[config.mk]
export PLATFORM = sky130hd
export DESIGN_NAME = line_mux_program_interface
export DESIGN_NICKNAME = d
export VERILOG_FILES = /design/src/design/line_mux_pkg.sv /design/src/design/line_event_detect.sv /design/src/design/line_mux_program_interface.sv /design/src/design/operating_data_store.sv
export SDC_FILE = /design/constraint.sdc
export NUM_CORES = 1
export LEC_CHECK = 0
export BUFFER_PORTS_ARGS = -buffer_cell sky130_fd_sc_hd__buf_2
export CAP_MARGIN = 5
export CORE_UTILIZATION = 40
export DETAILED_ROUTE_END_ITERATION = 8
export SYNTH_ARGS = -nofsm -noshare
export SYNTH_HDL_FRONTEND = slang
export SYNTH_SLANG_ARGS = --single-unit
[constraint.sdc]
create_clock -name clk -period 1.85 [get_ports clk]
set_input_delay 0.185 -clock clk [delete_from_list [all_inputs] [get_ports clk]]
set_output_delay 0.185 -clock clk [all_outputs]
set_load 0.03 [all_outputs]
[src/design/line_mux_pkg.sv]
package line_mux_pkg;

    // Host word and controller geometry.
    localparam int unsigned HOST_W        = 18;
    localparam int unsigned NBUF          = 8;
    localparam int unsigned BUF_IDX_W     = 3;
    localparam int unsigned ADDR_W        = 8;
    localparam int unsigned OPD_W         = 8;

    // Device addresses (octal 040 and octal 300).
    localparam logic [ADDR_W-1:0] CTRL_ADDR_BASE = 8'h20;
    localparam logic [ADDR_W-1:0] BUF_ADDR_BASE  = 8'hC0;
    localparam logic [ADDR_W-1:0] BUF_ADDR_SPAN  = 8'h40;

    // Mode control word: bit n of the host word is index n-1.
    localparam int unsigned CW_OUT_LSB    = 0;
    localparam int unsigned CW_IN_LSB     = 8;

    // Operating data fields in the accumulator.
    localparam int unsigned WSIZE_W       = 5;
    localparam int unsigned OPD_WSIZE_LSB = 1;
    localparam int unsigned OPD_EOM_LSB   = 8;

    // Interrupt status word halves.
    localparam int unsigned IS_EXH_LSB    = 0;
    localparam int unsigned IS_MSG_LSB    = 8;

    // Buffer status word bit positions.
    localparam int unsigned ST_DSR        = 15;
    localparam int unsigned ST_CTS        = 14;
    localparam int unsigned ST_RI         = 13;
    localparam int unsigned ST_DCD        = 12;
    localparam int unsigned ST_SQ         = 11;
    localparam int unsigned ST_IN_MODE    = 10;
    localparam int unsigned ST_OUT_MODE   = 9;
    localparam int unsigned ST_SVC_REQ    = 8;
    localparam int unsigned ST_WSIZE_LSB  = 2;
    localparam int unsigned ST_TTY_EOM    = 15;
    localparam int unsigned ST_TTY_SIG    = 12;
    localparam int unsigned ST_EOM_LSB    = 0;

    // Reset values.
    localparam logic [NBUF-1:0]   MODE_RESET  = 8'h00;
    localparam logic [2*NBUF-1:0] INT_RESET   = 16'h0000;
    localparam logic [HOST_W-1:0] RDATA_RESET = 18'h00000;
    localparam logic [OPD_W-1:0]  OPD_RESET   = 8'h00;

    typedef enum logic [1:0] {
        RD_NONE,
        RD_INT_STATUS,
        RD_BUFFER
    } read_kind_e;

endpackage

[src/design/line_event_detect.sv]
`timescale 1ns/10ps
module line_event_detect (
    // Clock and reset.
    input  wire logic                             clk,
    input  wire logic                             reset_n,
    // Buffer kind and mode.
    input  wire logic [line_mux_pkg::NBUF-1:0]    is_teletype,
    input  wire logic [line_mux_pkg::NBUF-1:0]    input_mode,
    // Line conditions.
    input  wire logic [line_mux_pkg::NBUF-1:0]    modem_line_signal,
    input  wire logic [line_mux_pkg::NBUF-1:0]    tty_input_signal,
    input  wire logic [line_mux_pkg::NBUF-1:0]    tty_eom_char,
    // Message events.
    output logic      [line_mux_pkg::NBUF-1:0]    msg_event
);

    logic [line_mux_pkg::NBUF-1:0] sig_prev_q;
    logic [line_mux_pkg::NBUF-1:0] sig_prev_d;
    logic [line_mux_pkg::NBUF-1:0] sig_now;

    ////////////////////////////////////////////////////////////////////////////
    // Loss of received signal ends a modem message; a rising signal starts one.
    genvar g;
    generate
        for (g = 0; g < line_mux_pkg::NBUF; g++) begin : g_buf
            logic rise;
            logic fall;
            logic eom;
            assign sig_now[g] = is_teletype[g] ? tty_input_signal[g] : modem_line_signal[g];
            assign rise = sig_now[g] & ~sig_prev_q[g];
            assign fall = ~sig_now[g] & sig_prev_q[g];
            assign eom  = is_teletype[g] ? tty_eom_char[g] : fall;
            assign msg_event[g] = input_mode[g] ? eom : rise;
        end
    endgenerate

    always_comb begin
        sig_prev_d = sig_now;
    end

    always_ff @(posedge clk) begin
        if (!reset_n) begin
            sig_prev_q <= line_mux_pkg::MODE_RESET;
        end else begin
            sig_prev_q <= sig_prev_d;
        end
    end

endmodule

[src/design/line_mux_program_interface.sv]
// Operation
// Mode control word is written by output command at address 40 plus controller.
// Each buffer has an output and an input request bit; both zero idles it.
// Bits 1-8 request output, bits 9-16 input; bits 17-18 ignored.
// Software writes the whole current state of every buffer each time.
// Operating data is written by output command at address 300 plus buffer.
// Modem operating data is a five-bit word size field.
// Teletype operating data is the end-of-message code from bits 9-16.
// Operating data is kept until software writes it again.
// The controller drives its own interrupt request line.
// Interrupt status is read by input command at address 040 plus controller.
// End of message in input mode sets the buffer's message status bit.
// Incoming signal start outside input mode sets the message status bit.
// Block exhausted raises its bit and stops that buffer's input and output.
// Software then rewrites pointer words and requests the mode again.
// Data received without input mode is discarded, never stored.
// Software services a buffer interrupt within about 1.6 ms.
// Buffer status is read by input command at address 300 plus buffer.
// Status bits read one when true and zero when false.
// Modem status reports modem lines at bits 16 down to 12.
// Bits 11, 10 and 9 report input mode, output mode, service request.
// Modem status returns word size in bits 3-8; bits 1-2 unused.
// Teletype status: end of message 16, signal 13, code in bits 1-8.
`timescale 1ns/10ps
module line_mux_program_interface #(
    parameter logic [line_mux_pkg::BUF_IDX_W-1:0] CONTROLLER_NUMBER = 3'h0
) (
    // Clock and reset.
    input  wire logic                                   clk,
    input  wire logic                                   reset_n,
    // Host programmed I/O.
    input  wire logic                                   io_out_strobe,
    input  wire logic                                   io_read_instruction,
    input  wire logic [line_mux_pkg::ADDR_W-1:0]        io_addr,
    input  wire logic [line_mux_pkg::HOST_W-1:0]        io_wdata,
    output logic                                        io_addr_claim,
    output logic      [line_mux_pkg::HOST_W-1:0]        io_rdata,
    output logic                                        io_rdata_valid,
    // Interrupt to the host.
    output logic                                        interrupt_request,
    // Buffer kind straps.
    input  wire logic [line_mux_pkg::NBUF-1:0]          buffer_is_teletype,
    // Modem lines per buffer.
    input  wire logic [line_mux_pkg::NBUF-1:0]          modem_data_set_ready,
    input  wire logic [line_mux_pkg::NBUF-1:0]          modem_clear_to_send,
    input  wire logic [line_mux_pkg::NBUF-1:0]          modem_ring_indicator,
    input  wire logic [line_mux_pkg::NBUF-1:0]          modem_line_signal,
    input  wire logic [line_mux_pkg::NBUF-1:0]          modem_signal_quality,
    // Teletype lines per buffer.
    input  wire logic [line_mux_pkg::NBUF-1:0]          tty_input_signal,
    input  wire logic [line_mux_pkg::NBUF-1:0]          tty_eom_char,
    // Buffer and transfer engine conditions.
    input  wire logic [line_mux_pkg::NBUF-1:0]          buffer_service_req,
    input  wire logic [line_mux_pkg::NBUF-1:0]          block_exhausted,
    input  wire logic [line_mux_pkg::NBUF-1:0]          rx_word_valid,
    // Controls to the buffers.
    output logic      [line_mux_pkg::NBUF-1:0]          output_mode,
    output logic      [line_mux_pkg::NBUF-1:0]          input_mode,
    output logic      [line_mux_pkg::NBUF-1:0]          rx_store_enable,
    // Operating data to the buffers.
    input  wire logic [line_mux_pkg::BUF_IDX_W-1:0]     op_data_sel,
    output logic      [line_mux_pkg::OPD_W-1:0]         op_data_out
);

    ////////////////////////////////////////////////////////////////////////////
    // Address decode.

    function automatic logic ctrl_hit(input logic [line_mux_pkg::ADDR_W-1:0] a);
        logic [line_mux_pkg::ADDR_W-1:0] own;

        own = line_mux_pkg::CTRL_ADDR_BASE
            + {{(line_mux_pkg::ADDR_W-line_mux_pkg::BUF_IDX_W){1'b0}}, CONTROLLER_NUMBER};
        return a == own;
    endfunction

    function automatic logic buf_hit(input logic [line_mux_pkg::ADDR_W-1:0] a);
        logic [line_mux_pkg::ADDR_W-1:0] rel;

        rel = a - line_mux_pkg::BUF_ADDR_BASE;
        return (a >= line_mux_pkg::BUF_ADDR_BASE)
            && (rel < line_mux_pkg::BUF_ADDR_SPAN)
            && (rel[2*line_mux_pkg::BUF_IDX_W-1:line_mux_pkg::BUF_IDX_W]
                == CONTROLLER_NUMBER);
    endfunction

    function automatic logic [line_mux_pkg::BUF_IDX_W-1:0] buf_index(
        input logic [line_mux_pkg::ADDR_W-1:0] a);
        return a[line_mux_pkg::BUF_IDX_W-1:0];
    endfunction

    logic                                   wr_ctrl;
    logic                                   wr_buf;
    logic                                   rd_ctrl;
    logic                                   rd_buf;
    logic [line_mux_pkg::BUF_IDX_W-1:0]     addr_idx;

    always_comb begin
        wr_ctrl  = io_out_strobe && ctrl_hit(io_addr);
        wr_buf   = io_out_strobe && buf_hit(io_addr);

        rd_ctrl  = io_read_instruction && ctrl_hit(io_addr);
        rd_buf   = io_read_instruction && buf_hit(io_addr);
        addr_idx = buf_index(io_addr);

        io_addr_claim = wr_ctrl || wr_buf || rd_ctrl || rd_buf;
    end

    ////////////////////////////////////////////////////////////////////////////
    // Mode control word.

    logic [line_mux_pkg::NBUF-1:0] out_req_q;
    logic [line_mux_pkg::NBUF-1:0] out_req_d;

    logic [line_mux_pkg::NBUF-1:0] in_req_q;
    logic [line_mux_pkg::NBUF-1:0] in_req_d;

    // An exhausted block stops the buffer even if a write lands in the same cycle.
    always_comb begin
        out_req_d = out_req_q;
        in_req_d  = in_req_q;

        if (wr_ctrl) begin
            out_req_d = io_wdata[line_mux_pkg::CW_OUT_LSB +: line_mux_pkg::NBUF];
            in_req_d  = io_wdata[line_mux_pkg::CW_IN_LSB +: line_mux_pkg::NBUF];
        end

        out_req_d = out_req_d & ~block_exhausted;
        in_req_d  = in_req_d & ~block_exhausted;
    end

    always_ff @(posedge clk) begin
        if (!reset_n) begin
            out_req_q <= line_mux_pkg::MODE_RESET;
            in_req_q  <= line_mux_pkg::MODE_RESET;
        end else begin
            out_req_q <= out_req_d;
            in_req_q  <= in_req_d;
        end
    end

    always_comb begin
        output_mode     = out_req_q;
        input_mode      = in_req_q;
        rx_store_enable = rx_word_valid & in_req_q;
    end

    ////////////////////////////////////////////////////////////////////////////
    // Operating data store.

    logic [line_mux_pkg::OPD_W-1:0] opd_wdata;
    logic [line_mux_pkg::OPD_W-1:0] opd_host;

    always_comb begin
        if (buffer_is_teletype[addr_idx]) begin
            opd_wdata = io_wdata[line_mux_pkg::OPD_EOM_LSB +: line_mux_pkg::OPD_W];
        end else begin
            opd_wdata = {{(line_mux_pkg::OPD_W-line_mux_pkg::WSIZE_W){1'b0}},
                         io_wdata[line_mux_pkg::OPD_WSIZE_LSB +: line_mux_pkg::WSIZE_W]};
        end
    end

    operating_data_store u_store (
        .clk       (clk),
        .reset_n   (reset_n),
        .wr_en     (wr_buf),
        .wr_idx    (addr_idx),
        .wr_data   (opd_wdata),
        .host_idx  (addr_idx),
        .host_data (opd_host),
        .line_idx  (op_data_sel),
        .line_data (op_data_out)
    );

    ////////////////////////////////////////////////////////////////////////////
    // Interrupt status word.

    logic [line_mux_pkg::NBUF-1:0]   msg_event;
    logic [2*line_mux_pkg::NBUF-1:0] int_q;
    logic [2*line_mux_pkg::NBUF-1:0] int_d;
    logic [2*line_mux_pkg::NBUF-1:0] int_set;

    logic [2*line_mux_pkg::NBUF-1:0] snap_q;
    logic [2*line_mux_pkg::NBUF-1:0] snap_d;

    line_event_detect u_events (
        .clk               (clk),
        .reset_n           (reset_n),
        .is_teletype       (buffer_is_teletype),
        .input_mode        (in_req_q),
        .modem_line_signal (modem_line_signal),
        .tty_input_signal  (tty_input_signal),
        .tty_eom_char      (tty_eom_char),
        .msg_event         (msg_event)
    );

    // Reading the word clears it; an event in the reading cycle survives.
    always_comb begin
        int_set = '0;
        int_set[line_mux_pkg::IS_EXH_LSB +: line_mux_pkg::NBUF] = block_exhausted;
        int_set[line_mux_pkg::IS_MSG_LSB +: line_mux_pkg::NBUF] = msg_event;

        snap_d = snap_q;
        int_d  = int_q | int_set;

        if (rd_ctrl) begin
            snap_d = int_q;
            int_d  = int_set;
        end
    end

    always_ff @(posedge clk) begin
        if (!reset_n) begin
            int_q  <= line_mux_pkg::INT_RESET;
            snap_q <= line_mux_pkg::INT_RESET;
        end else begin
            int_q  <= int_d;
            snap_q <= snap_d;
        end
    end

    always_comb begin
        interrupt_request = |int_q;
    end

    ////////////////////////////////////////////////////////////////////////////
    // Read pipeline: take, then assemble, then present.

    line_mux_pkg::read_kind_e           kind_q;
    line_mux_pkg::read_kind_e           kind_d;
    logic [line_mux_pkg::BUF_IDX_W-1:0] ridx_q;
    logic [line_mux_pkg::BUF_IDX_W-1:0] ridx_d;

    logic [line_mux_pkg::HOST_W-1:0]    rdata_d;
    logic                               rvalid_d;
    logic [line_mux_pkg::HOST_W-1:0]    word;

    // Stage one notes the kind of read.
    always_comb begin
        kind_d = line_mux_pkg::RD_NONE;
        ridx_d = ridx_q;

        if (rd_ctrl) begin
            kind_d = line_mux_pkg::RD_INT_STATUS;
        end else if (rd_buf) begin
            kind_d = line_mux_pkg::RD_BUFFER;
            ridx_d = addr_idx;
        end
    end

    // Stage two builds the word.
    always_comb begin
        word = '0;

        unique case (kind_q)
            line_mux_pkg::RD_NONE: begin
                word = '0;
            end
            line_mux_pkg::RD_INT_STATUS: begin
                word[2*line_mux_pkg::NBUF-1:0] = snap_q;
            end
            line_mux_pkg::RD_BUFFER: begin
                word[line_mux_pkg::ST_IN_MODE]  = in_req_q[ridx_q];
                word[line_mux_pkg::ST_OUT_MODE] = out_req_q[ridx_q];
                word[line_mux_pkg::ST_SVC_REQ]  = buffer_service_req[ridx_q];

                if (buffer_is_teletype[ridx_q]) begin
                    word[line_mux_pkg::ST_TTY_EOM] =
                        int_q[line_mux_pkg::IS_MSG_LSB + ridx_q] & in_req_q[ridx_q];
                    word[line_mux_pkg::ST_TTY_SIG] = tty_input_signal[ridx_q];
                    word[line_mux_pkg::ST_EOM_LSB +: line_mux_pkg::OPD_W] = opd_host;
                end else begin
                    word[line_mux_pkg::ST_DSR] = modem_data_set_ready[ridx_q];
                    word[line_mux_pkg::ST_CTS] = modem_clear_to_send[ridx_q];
                    word[line_mux_pkg::ST_RI]  = modem_ring_indicator[ridx_q];
                    word[line_mux_pkg::ST_DCD] = modem_line_signal[ridx_q];
                    word[line_mux_pkg::ST_SQ]  = modem_signal_quality[ridx_q];
                    word[line_mux_pkg::ST_WSIZE_LSB +: line_mux_pkg::WSIZE_W + 1] =
                        {1'b0, opd_host[line_mux_pkg::WSIZE_W-1:0]};
                end
            end
        endcase

        rvalid_d = kind_q != line_mux_pkg::RD_NONE;
        rdata_d  = rvalid_d ? word : io_rdata;
    end

    // Stage three holds the answer.
    always_ff @(posedge clk) begin
        if (!reset_n) begin
            kind_q         <= line_mux_pkg::RD_NONE;
            ridx_q         <= '0;
            io_rdata       <= line_mux_pkg::RDATA_RESET;
            io_rdata_valid <= 1'b0;
        end else begin
            kind_q         <= kind_d;
            ridx_q         <= ridx_d;
            io_rdata       <= rdata_d;
            io_rdata_valid <= rvalid_d;
        end
    end

endmodule

[src/design/operating_data_store.sv]
`timescale 1ns/10ps
module operating_data_store (
    // Clock and reset.
    input  wire logic                                   clk,
    input  wire logic                                   reset_n,
    // Write port from the host.
    input  wire logic                                   wr_en,
    input  wire logic [line_mux_pkg::BUF_IDX_W-1:0]     wr_idx,
    input  wire logic [line_mux_pkg::OPD_W-1:0]         wr_data,
    // Host read port.
    input  wire logic [line_mux_pkg::BUF_IDX_W-1:0]     host_idx,
    output logic      [line_mux_pkg::OPD_W-1:0]         host_data,
    // Buffer side read port.
    input  wire logic [line_mux_pkg::BUF_IDX_W-1:0]     line_idx,
    output logic      [line_mux_pkg::OPD_W-1:0]         line_data
);

    logic [line_mux_pkg::OPD_W-1:0] mem_q  [line_mux_pkg::NBUF];
    logic [line_mux_pkg::OPD_W-1:0] mem_d  [line_mux_pkg::NBUF];
    logic [line_mux_pkg::OPD_W-1:0] host_d;
    logic [line_mux_pkg::OPD_W-1:0] line_d;

    ////////////////////////////////////////////////////////////////////////////
    // A word is kept until the host writes that buffer again.
    always_comb begin
        for (int i = 0; i < line_mux_pkg::NBUF; i++) begin
            mem_d[i] = mem_q[i];
        end
        if (wr_en) begin
            mem_d[wr_idx] = wr_data;
        end
        host_d = mem_q[host_idx];
        line_d = mem_q[line_idx];
    end

    always_ff @(posedge clk) begin
        if (!reset_n) begin
            for (int i = 0; i < line_mux_pkg::NBUF; i++) begin
                mem_q[i] <= line_mux_pkg::OPD_RESET;
            end
            host_data <= line_mux_pkg::OPD_RESET;
            line_data <= line_mux_pkg::OPD_RESET;
        end else begin
            for (int i = 0; i < line_mux_pkg::NBUF; i++) begin
                mem_q[i] <= mem_d[i];
            end
            host_data <= host_d;
            line_data <= line_d;
        end
    end

endmodule

# --- Yosys cells after proc, flatten, opt, wreduce, memory -nomap -nowiden ---
# Memory sizes are Yosys's and may differ from the RTL's. A register that Yosys moved wholly into a read port is not among the register bits.
# Cells that the tools add are included.
word_totals:
  register_bits: 78
  ramBits: 64
  out_inout_bits: 53
  wordCells: 165
  mem_count: 1
op_classes:
  n_addsub: 2
  magnitude_cmp: 7
  n_eq_ne: 3
  n_mux: 75
  bitwise_logic: 49
  reduce_logical: 18
mem_list:
  columns: ["memory", "words", "width", "read_ports", "rd_ports_with_merged_regs", "write_ports", "line_no", "rtl"]
  rows:
  - ["u_store.mem_q", 8, 8, 10, 2, 8, "operating_data_store.sv:18", "logic [line_mux_pkg::OPD_W-1:0] mem_q [line_mux_pkg::NBUF];"]
ops:
  columns: ["operator", "n"]
  rows:
  - ["2-to-1 mux 8 bit", 12]
  - ["bitwise mux 64 bit", 1]
  - ["2-to-1 mux 64 bit", 1]
  - ["one-hot mux 16 bit (3 select lines)", 1]
  - ["2-to-1 mux 1 bit", 42]
  - ["binary-select mux 1 bit (select 3 bit)", 11]
  - ["bitwise AND 8 bit", 3]
  - ["demux 8 bit (select 3 bit)", 1]
  - ["NOT 1 bit", 18]
  - ["bitwise AND 1 bit", 17]
  - ["2-to-1 mux 16 bit", 1]
  - ["bitwise OR 16 bit", 1]
  - ["OR reduction 16 bit", 1]
  - ["== test 8 x 6 -> 1 bit, second input constant", 1]
  - [">= comparator 8 bit, second input constant", 1]
  - ["< comparator 3 x 4 -> 1 bit, second input constant", 2]
  - ["< comparator 8 x 7 -> 1 bit, second input constant", 1]
  - ["NOT 8 bit", 1]
  - ["bitwise OR 1 bit", 8]
  - ["subtractor 8 bit, second input constant", 1]
  - ["logical AND 1 bit", 7]
  - ["2-to-1 mux 2 bit", 3]
  - ["2-to-1 mux 6 bit", 1]
  - ["adder 4 x 3 -> 5 bit, first input constant", 1]
  - ["14 further kinds", 17]

# --- Logic depth before layout (Yosys ltp) ---
# Gate-level depths: netlist of the first run.
depth:
  depth_word: 8
  mapped_depth: 8
  mapped_depth_nobuf: 6

# --- Hierarchy ---
# From an unflattened synthesis of the first run, not the netlist that was laid out.
hier_totals:
  hier_cells: 750
  hier_area_um2: 7812.5
modules_own_cells:
  columns: ["module", "instances", "cells_per_inst", "area_per_inst_um2", "seq_area_each_um2"]
  rows:
  - ["operating_data_store", 1, 364, 3811.2, 1601.5]
  - ["line_mux_program_interface", 1, 324, 3459.6, 1401.3]
  - ["line_event_detect", 1, 62, 541.8, 160.2]

# --- Worst setup path before layout of the first run ---
# No wires, ideal clock.
synth_timing:
  path_kind: "register to register"
  from: "register ridx_q[0] (netlist bit)"
  to: "register io_rdata[9] (netlist bit)"
  arrival_ns: 1.810
  required_time_ns: 1.723
  path_slack_ns: -0.087
  stages_incl_launch_ff: 7
  path_buffers: 2
  path_cell_list: "dfxtp_1 buf_6 buf_2 mux4_2 mux2_2 a221oi_1 nor3_1"
synth_via:
  elab_chain_len: 3
synth_lines:
  columns: ["item", "line_no", "rtl"]
  rows:
  - ["start, declared", "line_mux_program_interface.sv:230", "logic [line_mux_pkg::BUF_IDX_W-1:0] ridx_q;"]
  - ["start signal, assigned", "line_mux_program_interface.sv:296", "ridx_q <= ridx_d;"]
  - ["binary-select mux 1 bit (select 3 bit)", "line_mux_program_interface.sv:263", "word[line_mux_pkg::ST_OUT_MODE] = out_req_q[ridx_q];"]
  - ["2-to-1 mux 1 bit (implied by the code)", "line_mux_program_interface.sv:263", null]
  - ["one-hot mux 16 bit (3 select lines)", "line_mux_program_interface.sv:254", "unique case (kind_q)"]
  - ["end signal, assigned", "line_mux_program_interface.sv:292", "io_rdata <= line_mux_pkg::RDATA_RESET;"]
  - ["end signal, assigned", "line_mux_program_interface.sv:297", "io_rdata <= rdata_d;"]
  - ["end, declared", "line_mux_program_interface.sv:37", "output logic [line_mux_pkg::HOST_W-1:0] io_rdata,"]
# No other way between the ends. The select of a mux whose other input is x is not followed.
# A chain may end at the register's enable or synchronous reset.

# --- Worst setup path in the final report of the first run ---
layout_timing:
  from: "register ridx_q[0] (netlist bit)"
  to: "register io_rdata[5] (netlist bit)"
layout_via:
  elab_chain_len: 4
layout_lines:
  columns: ["item", "line_no", "rtl"]
  rows:
  - ["binary-select mux 1 bit (select 3 bit)", "line_mux_program_interface.sv:266", "if (buffer_is_teletype[ridx_q]) begin"]
  - ["2-to-1 mux 1 bit (implied by the code)", "line_mux_program_interface.sv:266", null]
  - ["2-to-1 mux 6 bit", "line_mux_program_interface.sv:266", null]
  - ["one-hot mux 16 bit (3 select lines)", "line_mux_program_interface.sv:254", null]
# No other way between the ends. The select of a mux whose other input is x is not followed.

==> results.cfg, run 1 <==
[die]
die_h_um = 143
row_count = 51
core-area_um2 = 19500
start_util_pct = 40.9
die-width_um = 143
io_pins = 174
die_area_um2 = 20600

[synth]
netlist_area_um2 = 8000
synthXorXnorAreaFrac_pct = 0
synth_fa_ha_area_share_pct = 0.469
synth-edff-count = 0
synth_compound_area_share_pct = 20.4
syn_area_per_cell_um2 = 9.75
synth_cell_types = 52
synth-async-reset-ratio_pct = 0
netlist_instances = 820
synth_seq_cells = 158
yosysWarnings = 0
synth_top_flop_cell = dfxtp_1
synth_top_family_by_area = multiplexers
ys_seq_area_share_pct = 39.6
synthMuxAreaShare_pct = 21.1
synth-simple-area-share_pct = 13.7

[critical_path]
worstPathCellList = buf_12 > mux4_2 > mux2_4 > buf_12 > mux2i_2 > o22ai_1
slowest_delay_ns = 0.53
required_ns = 2.15
crit_type = flip-flop to flip-flop
reg2reg_slack_ns = -0.03
arrival_ns = 2.18
cp_slowest_cell = mux4_2
crit_family = multiplexers
cp-start-kind = flip-flop
crit_buf_inv = 2
cpMostUsedCell = buf_12
critPathCaptureType = flip-flop
cp_max_fo = 8

[cells_and_area]
nNetsFinal = 1140
multiInputGateArea_um2 = 4550
nFillCells = 1847
area_growth_syn_to_layout_pct = 29.3
seq_area_um2 = 3160
postLayoutCellArea_um2 = 10300
final_layout_size_suffix_gt1_share_pct = 34.9

[drt]
antenna_left = 0
drtIter0Drc = 526
wl_per_cell_um = 19.8
viasPerCell = 5.70
num_vias = 7382
post-route-drc-count = 0
wl_um = 25700
first_pass_iters = 5

[grt]
grt_util_met1_pct = 35.8
use_met2_pct = 39.8
antenna_found_initial = 1
top_usage_layer = met2
grt_max_degree = 59
track_usage_pct = 25.9
first_global_vias = 7101
grt_overflow = 0
grt_first_pass_wirelength_um = 40000
grt_use_met3_pct = 5.70

[placed_design]
portBuffers = 169
place_congestion = 0.888
post_dp_cell_area_um2 = 9600
place_hpwl_um = 18800

[timing]
setup_viol = 3
finalCriticalPeriod_ns = 1.88
hold_violations = 0
worst_slack_ns = -0.0258
max_freq_mhz = 533
fin_tns_setup_ns = -0.0444
rsz0062_at_grt = true
post-route-period-util_pct = 101
worst_pin_slew_ns = 0.666
slew_viol_final = 0
relSlewSlack_pct = 55.6
fin_skew_ns = 0.00927

[clocking]
htree_levels = 4
clk_latency_ns = 0.43
cts.reportedPaths.clkPinSlew_ns = 0.07
cts_root_buf = clkbuf_16
cts_sinks = 158
cts_buffers = 17
postCtsSetupBuffers = 0
cts_tree = done
clk_path_buf_depth = 2

[power]
p_leak_nw = 4.22
max-vdd-ir-drop_mv = 0.671
pwr_density_cell_nw_per_um2 = 772

[run_status]
status = finished, violations left
violations = setup timing

[job]
drv_cap = 0

[hold_path]
hold_class = input port to flip-flop
final timing paths:
kind	startpoint	to	cells past startpoint
worst min register to register	snap_q[11]	snap_q[11]	2
worst max-delay path	ridx_q[0]	io_rdata[5]	6
worst min-delay path	io_wdata[3]	output_mode[3]	3
worst max register to register	ridx_q[0]	io_rdata[5]	6
worst min-delay path: stages:
cell and delay, ns:
buf_2 0.09, mux2i_1 0.06, nor2_1 0.07
cell families (layout without fill, tap and decap cells):
family / Yosys count / in the layout
AO/OA/AOI/OAI: 245 / 245
adder cells (fa/ha/maj): 3 / 3
buffers and inverters: 79 / 287
flip-flops: 158 / 158
multiplexers: 112 / 112
other: 1 / 3
AND/OR/NAND/NOR: 222 / 222
cells in the mapped netlist, types with 12 or more instances:
library cell	n	area share, %
dfxtp_1	158	40
nor2_1	67	3.1
a21oi_1	61	3.8
nand2_1	59	2.8
mux2i_1	56	7.0
o21ai_0	45	2.8
mux4_2	44	12
a31oi_1	40	3.1
clkbuf_1	38	1.8
a22oi_1	21	2.0
buf_2	18	1.1
nand2b_1	18	1.4
and2_1	16	1.3
o211ai_1	16	1.5
nand3_1	15	0.94
a221oi_1	12	1.3
o22ai_1	12	0.94
cell usage in the layout (no fill, tap or decap), types with 8 or more instances in the layout:
cell         n
nand2b_1    18
a22oi_1     20
o211ai_2    10
and2_1      16
o211ai_1    16
nor2b_1      8
a31oi_1     40
mux2i_1     54
buf_2      167
buf_12      16
mux4_2      44
dfxtp_1    157
nand2_1     59
clkbuf_16   17
nand3_1     15
o22ai_1     12
o21ai_0     45
a221oi_1    10
buf_4       60
nor2_1      67
a21oi_1     60
layer usage:
layer	up-vias	wire length [um]
met1	3584	11800
met5	-	0
met3	35	1770
met4	0	423
li1	3492	-
met2	271	11700
state kept, by name (all words and copies together), names as in the netlist, 3 cells and up:
register,cells
u_events.sig_prev_q,8
snap_q,16
ridx_q,3
input_mode,8
u_store.line_data,8
io_rdata,16
int_q,16
u_store.mem_q,64
u_store.host_data,8
output_mode,8
layout make-up:
cell class	count	share of cell area [%]
Sequential cell	158	30.6
Clock buffer	20	4.22
Multi-Input combinational cell	584	44.0
Inverter	6	0.218
Clock inverter	12	1.57
Antenna cell	1	0.0242
Tap cell	265	3.21
Timing Repair Buffer	249	16.1
timing repair:
action	4_1_cts	5_1_grt
endpoints found under the setup margin	8	12
pin swaps	1	5
endpoints found under the hold margin	4	0
hold buffers	4	0
gates resized for setup	6	15
per-stage QoR:
stage	util (%)	worst slack [ns]	hold slack, ns	power [W]	std cells
after floorplan	-	0.0113	0.302	0.00401	821
after detailed placement	49.2	-0.0965	0.428	0.00440	1258
after global routing	52.9	-0.0783	0.0241	0.00823	1295
after global placement	49.2	-0.0892	0.418	0.00440	1258
final	52.9	-0.0258	0.0137	0.00798	1295
after CTS	52.6	-0.0160	0.0000139	0.00800	1294
power breakdown:
part           switching (W)  total, W  internal [W]
clock                0.00147   0.00361       0.00213
combinational       0.000491  0.000869      0.000378
sequential         0.0000467   0.00350       0.00345
Power figures use the tool's default switching activity.
==> run 2: changes to the inputs <==
--- a/config.mk
+++ b/config.mk
@@ -11,4 +11,5 @@
 export DETAILED_ROUTE_END_ITERATION = 8
 export SYNTH_ARGS = -nofsm -noshare
 export SYNTH_HDL_FRONTEND = slang
+export SYNTH_HIERARCHICAL = 1
 export SYNTH_SLANG_ARGS = --single-unit
==> results.cfg, run 2 <==
[run_status]
status = finished, violations left
violations = setup timing

[synth]
synth_top_area_share_pct = 40.5
synth-async-reset-ratio_pct = 0
syn_area_per_cell_um2 = 10.4
yosys.area.top_type = dfxtp_1
synth_fa_ha_area_share_pct = 0.480
synth-edff-count = 0
synth_area_leaders = dfxtp_1 40%, mux4_2 11%, mux2i_1 8.2%, mux4_1 6.1%, nand2_1 4.7%
synth_top_flop_cell = dfxtp_1
synth-simple-area-share_pct = 15.2
synth_cell_types = 48
ys_seq_area_share_pct = 40.5
synthMuxAreaShare_pct = 26.8
synth_seq_cells = 158
netlist_area_um2 = 7810
synth_most_common_cell = dfxtp_1
synth_common_cells = 158 x dfxtp_1, 98 x nand2_1, 69 x a21oi_1
yosysWarnings = 6
netlist_instances = 750
synthXorXnorAreaFrac_pct = 0
synth_top_family_by_area = multiplexers
synth_compound_area_share_pct = 12.2

[timing]
rsz0062_at_grt = true
fin_tns_setup_ns = -0.0188
max_freq_mhz = 537
hold_violations = 0
post-route-period-util_pct = 101
slew_viol_final = 0
finalCriticalPeriod_ns = 1.86
fin_skew_ns = 0.00831
setup_viol = 2
worst_slack_ns = -0.0107

[hold_path]
hp-start = io_wdata[6]
hold_end = output_mode[6]
hold_class = input port to flip-flop
whs_path_depth = 3

[drt]
post-route-drc-count = 0
first_pass_iters = 5
num_vias = 6686
antenna_left = 0
drtIter0Drc = 442
wl_per_cell_um = 19.0
viasPerCell = 5.45
wl_um = 23200

[clocking]
cts_root_buf = clkbuf_16
cts_buffers = 17
cts_sinks = 158
cts_tree = done
htree_levels = 4
cts.reportedPaths.clkPinSlew_ns = 0.07
clk_latency_ns = 0.43
clk_path_buf_depth = 2

[critical_path]
required_ns = 2.16
arrival_ns = 2.17
cp-start-kind = flip-flop
reg2reg_depth = 6
r2r-start = ridx_q[0]
critPathCaptureType = flip-flop
slowest_delay_ns = 0.53
worstPathCellList = buf_12 > mux4_2 > mux2_4 > buf_12 > mux2i_1 > o22ai_1
cpMostUsedCell = buf_12
reg2reg_slack_ns = -0.01
cp_slowest_cell = mux4_2
crit_type = flip-flop to flip-flop
cp_max_fo = 7
r2r_end = io_rdata[5]

[grt]
grt_overflow = 0
grt_first_pass_wirelength_um = 35500
first_global_vias = 6221
grt_max_degree = 68
track_usage_pct = 23.5
antenna_found_initial = 1

[placed_design]
post-place-ws_ns = -0.112
post_dp_cell_area_um2 = 9360
place_congestion = 0.874
place_hpwl_um = 17100
portBuffers = 169

[die]
io_pins = 174
start_util_pct = 41.4
die_area_um2 = 20100
die-width_um = 142
core-area_um2 = 18900
row_count = 50
die_h_um = 142

[power]
power.total_w = 0.00774
pwr_density_cell_nw_per_um2 = 769
p_leak_nw = 4.14
max-vdd-ir-drop_mv = 0.644

[cells_and_area]
layout_common_cells = 169 x buf_2, 157 x dfxtp_1, 98 x nand2_1
nFillCells = 1759
final_layout_size_suffix_gt1_share_pct = 34.9
final_common_cell = buf_2
nNetsFinal = 1078
largest_reg_flops = 64
postLayoutCellArea_um2 = 10100
area_growth_syn_to_layout_pct = 28.8
largest-register = u_store/mem_q

[job]
drv_cap = 0
run 2: repair_timing:
| action | 4_1_cts | 5_1_grt |
|---|---|---|
| hold endpoints to repair | 2 | 0 |
| cloned | 0 | 1 |
| setup endpoints to repair | 8 | 9 |
| hold buffers | 2 | 0 |
| setup buffers | 4 | 0 |
| pin swaps | 0 | 3 |
| gates resized for setup | 3 | 8 |
run 2: worst max-delay path, delay by kind of cell, from the launching register on:
family | cells | cell delay (ns)
AO/OA/AOI/OAI | 1 | 0.09
buffers and inverters | 2 | 0.28
flip-flops | 1 | 0.37
multiplexers | 3 | 1.00
run 2: report_power, final:
part / total, W / switching [W] / internal [W]
logic: 0.000739 / 0.000383 / 0.000356
registers: 0.00350 / 0.0000485 / 0.00345
clock network: 0.00350 / 0.00148 / 0.00203
run 2: area by class of cell:
class / count / area [um^2] / area share [%]
repair buffers: 249 / 1650 / 16.4
multi-input cells: 524 / 4330 / 43.0
inverters: 4 / 15.0 / 0.149
flip-flops and latches: 158 / 3170 / 31.5
clock inverters: 11 / 131 / 1.31
clock buffers: 19 / 443 / 4.40
well taps: 260 / 325 / 3.23
diodes: 1 / 2.50 / 0.0249
run 2: how the worst max path moves through the flow:
stage               depth (start not counted)  slack, ns                  end        from
finish                                      6      -0.01          io_rdata[5]   ridx_q[0]
global route                                6      -0.07          io_rdata[5]   ridx_q[0]
CTS                                         6      -0.03         io_rdata[15]   ridx_q[0]
detailed placement                          7      -0.11  u_store/mem_q[1][0]  io_addr[0]
global placement                            7      -0.06  u_store/mem_q[4][4]  io_addr[0]
floorplan                                   6      0.005  u_store/mem_q[1][0]  io_addr[0]
run 2: through the flow:
stage               hold slack (ns)  utilization, %  std cells
finish                       0.0161            53.3       1226
global route                 0.0167            53.3       1226
CTS                        0.000539            52.9       1224
detailed placement            0.421            49.6       1188
global placement              0.422            49.6       1188
floorplan                     0.313               -        751
run 2: metal layers:
layer	wire length, um	track usage, %
met3	1350	5.06
met5	0	0
met2	10500	35.9
met4	313	6.73
met1	11100	33.3
run 2: logic make-up after synthesis:
family,Yosys count
AOI/OAI and AO/OA,147
muxes,131
buffers and inverters,69
DFF,158
and+or+nand+nor,241
other,1
adders and majority gates,3
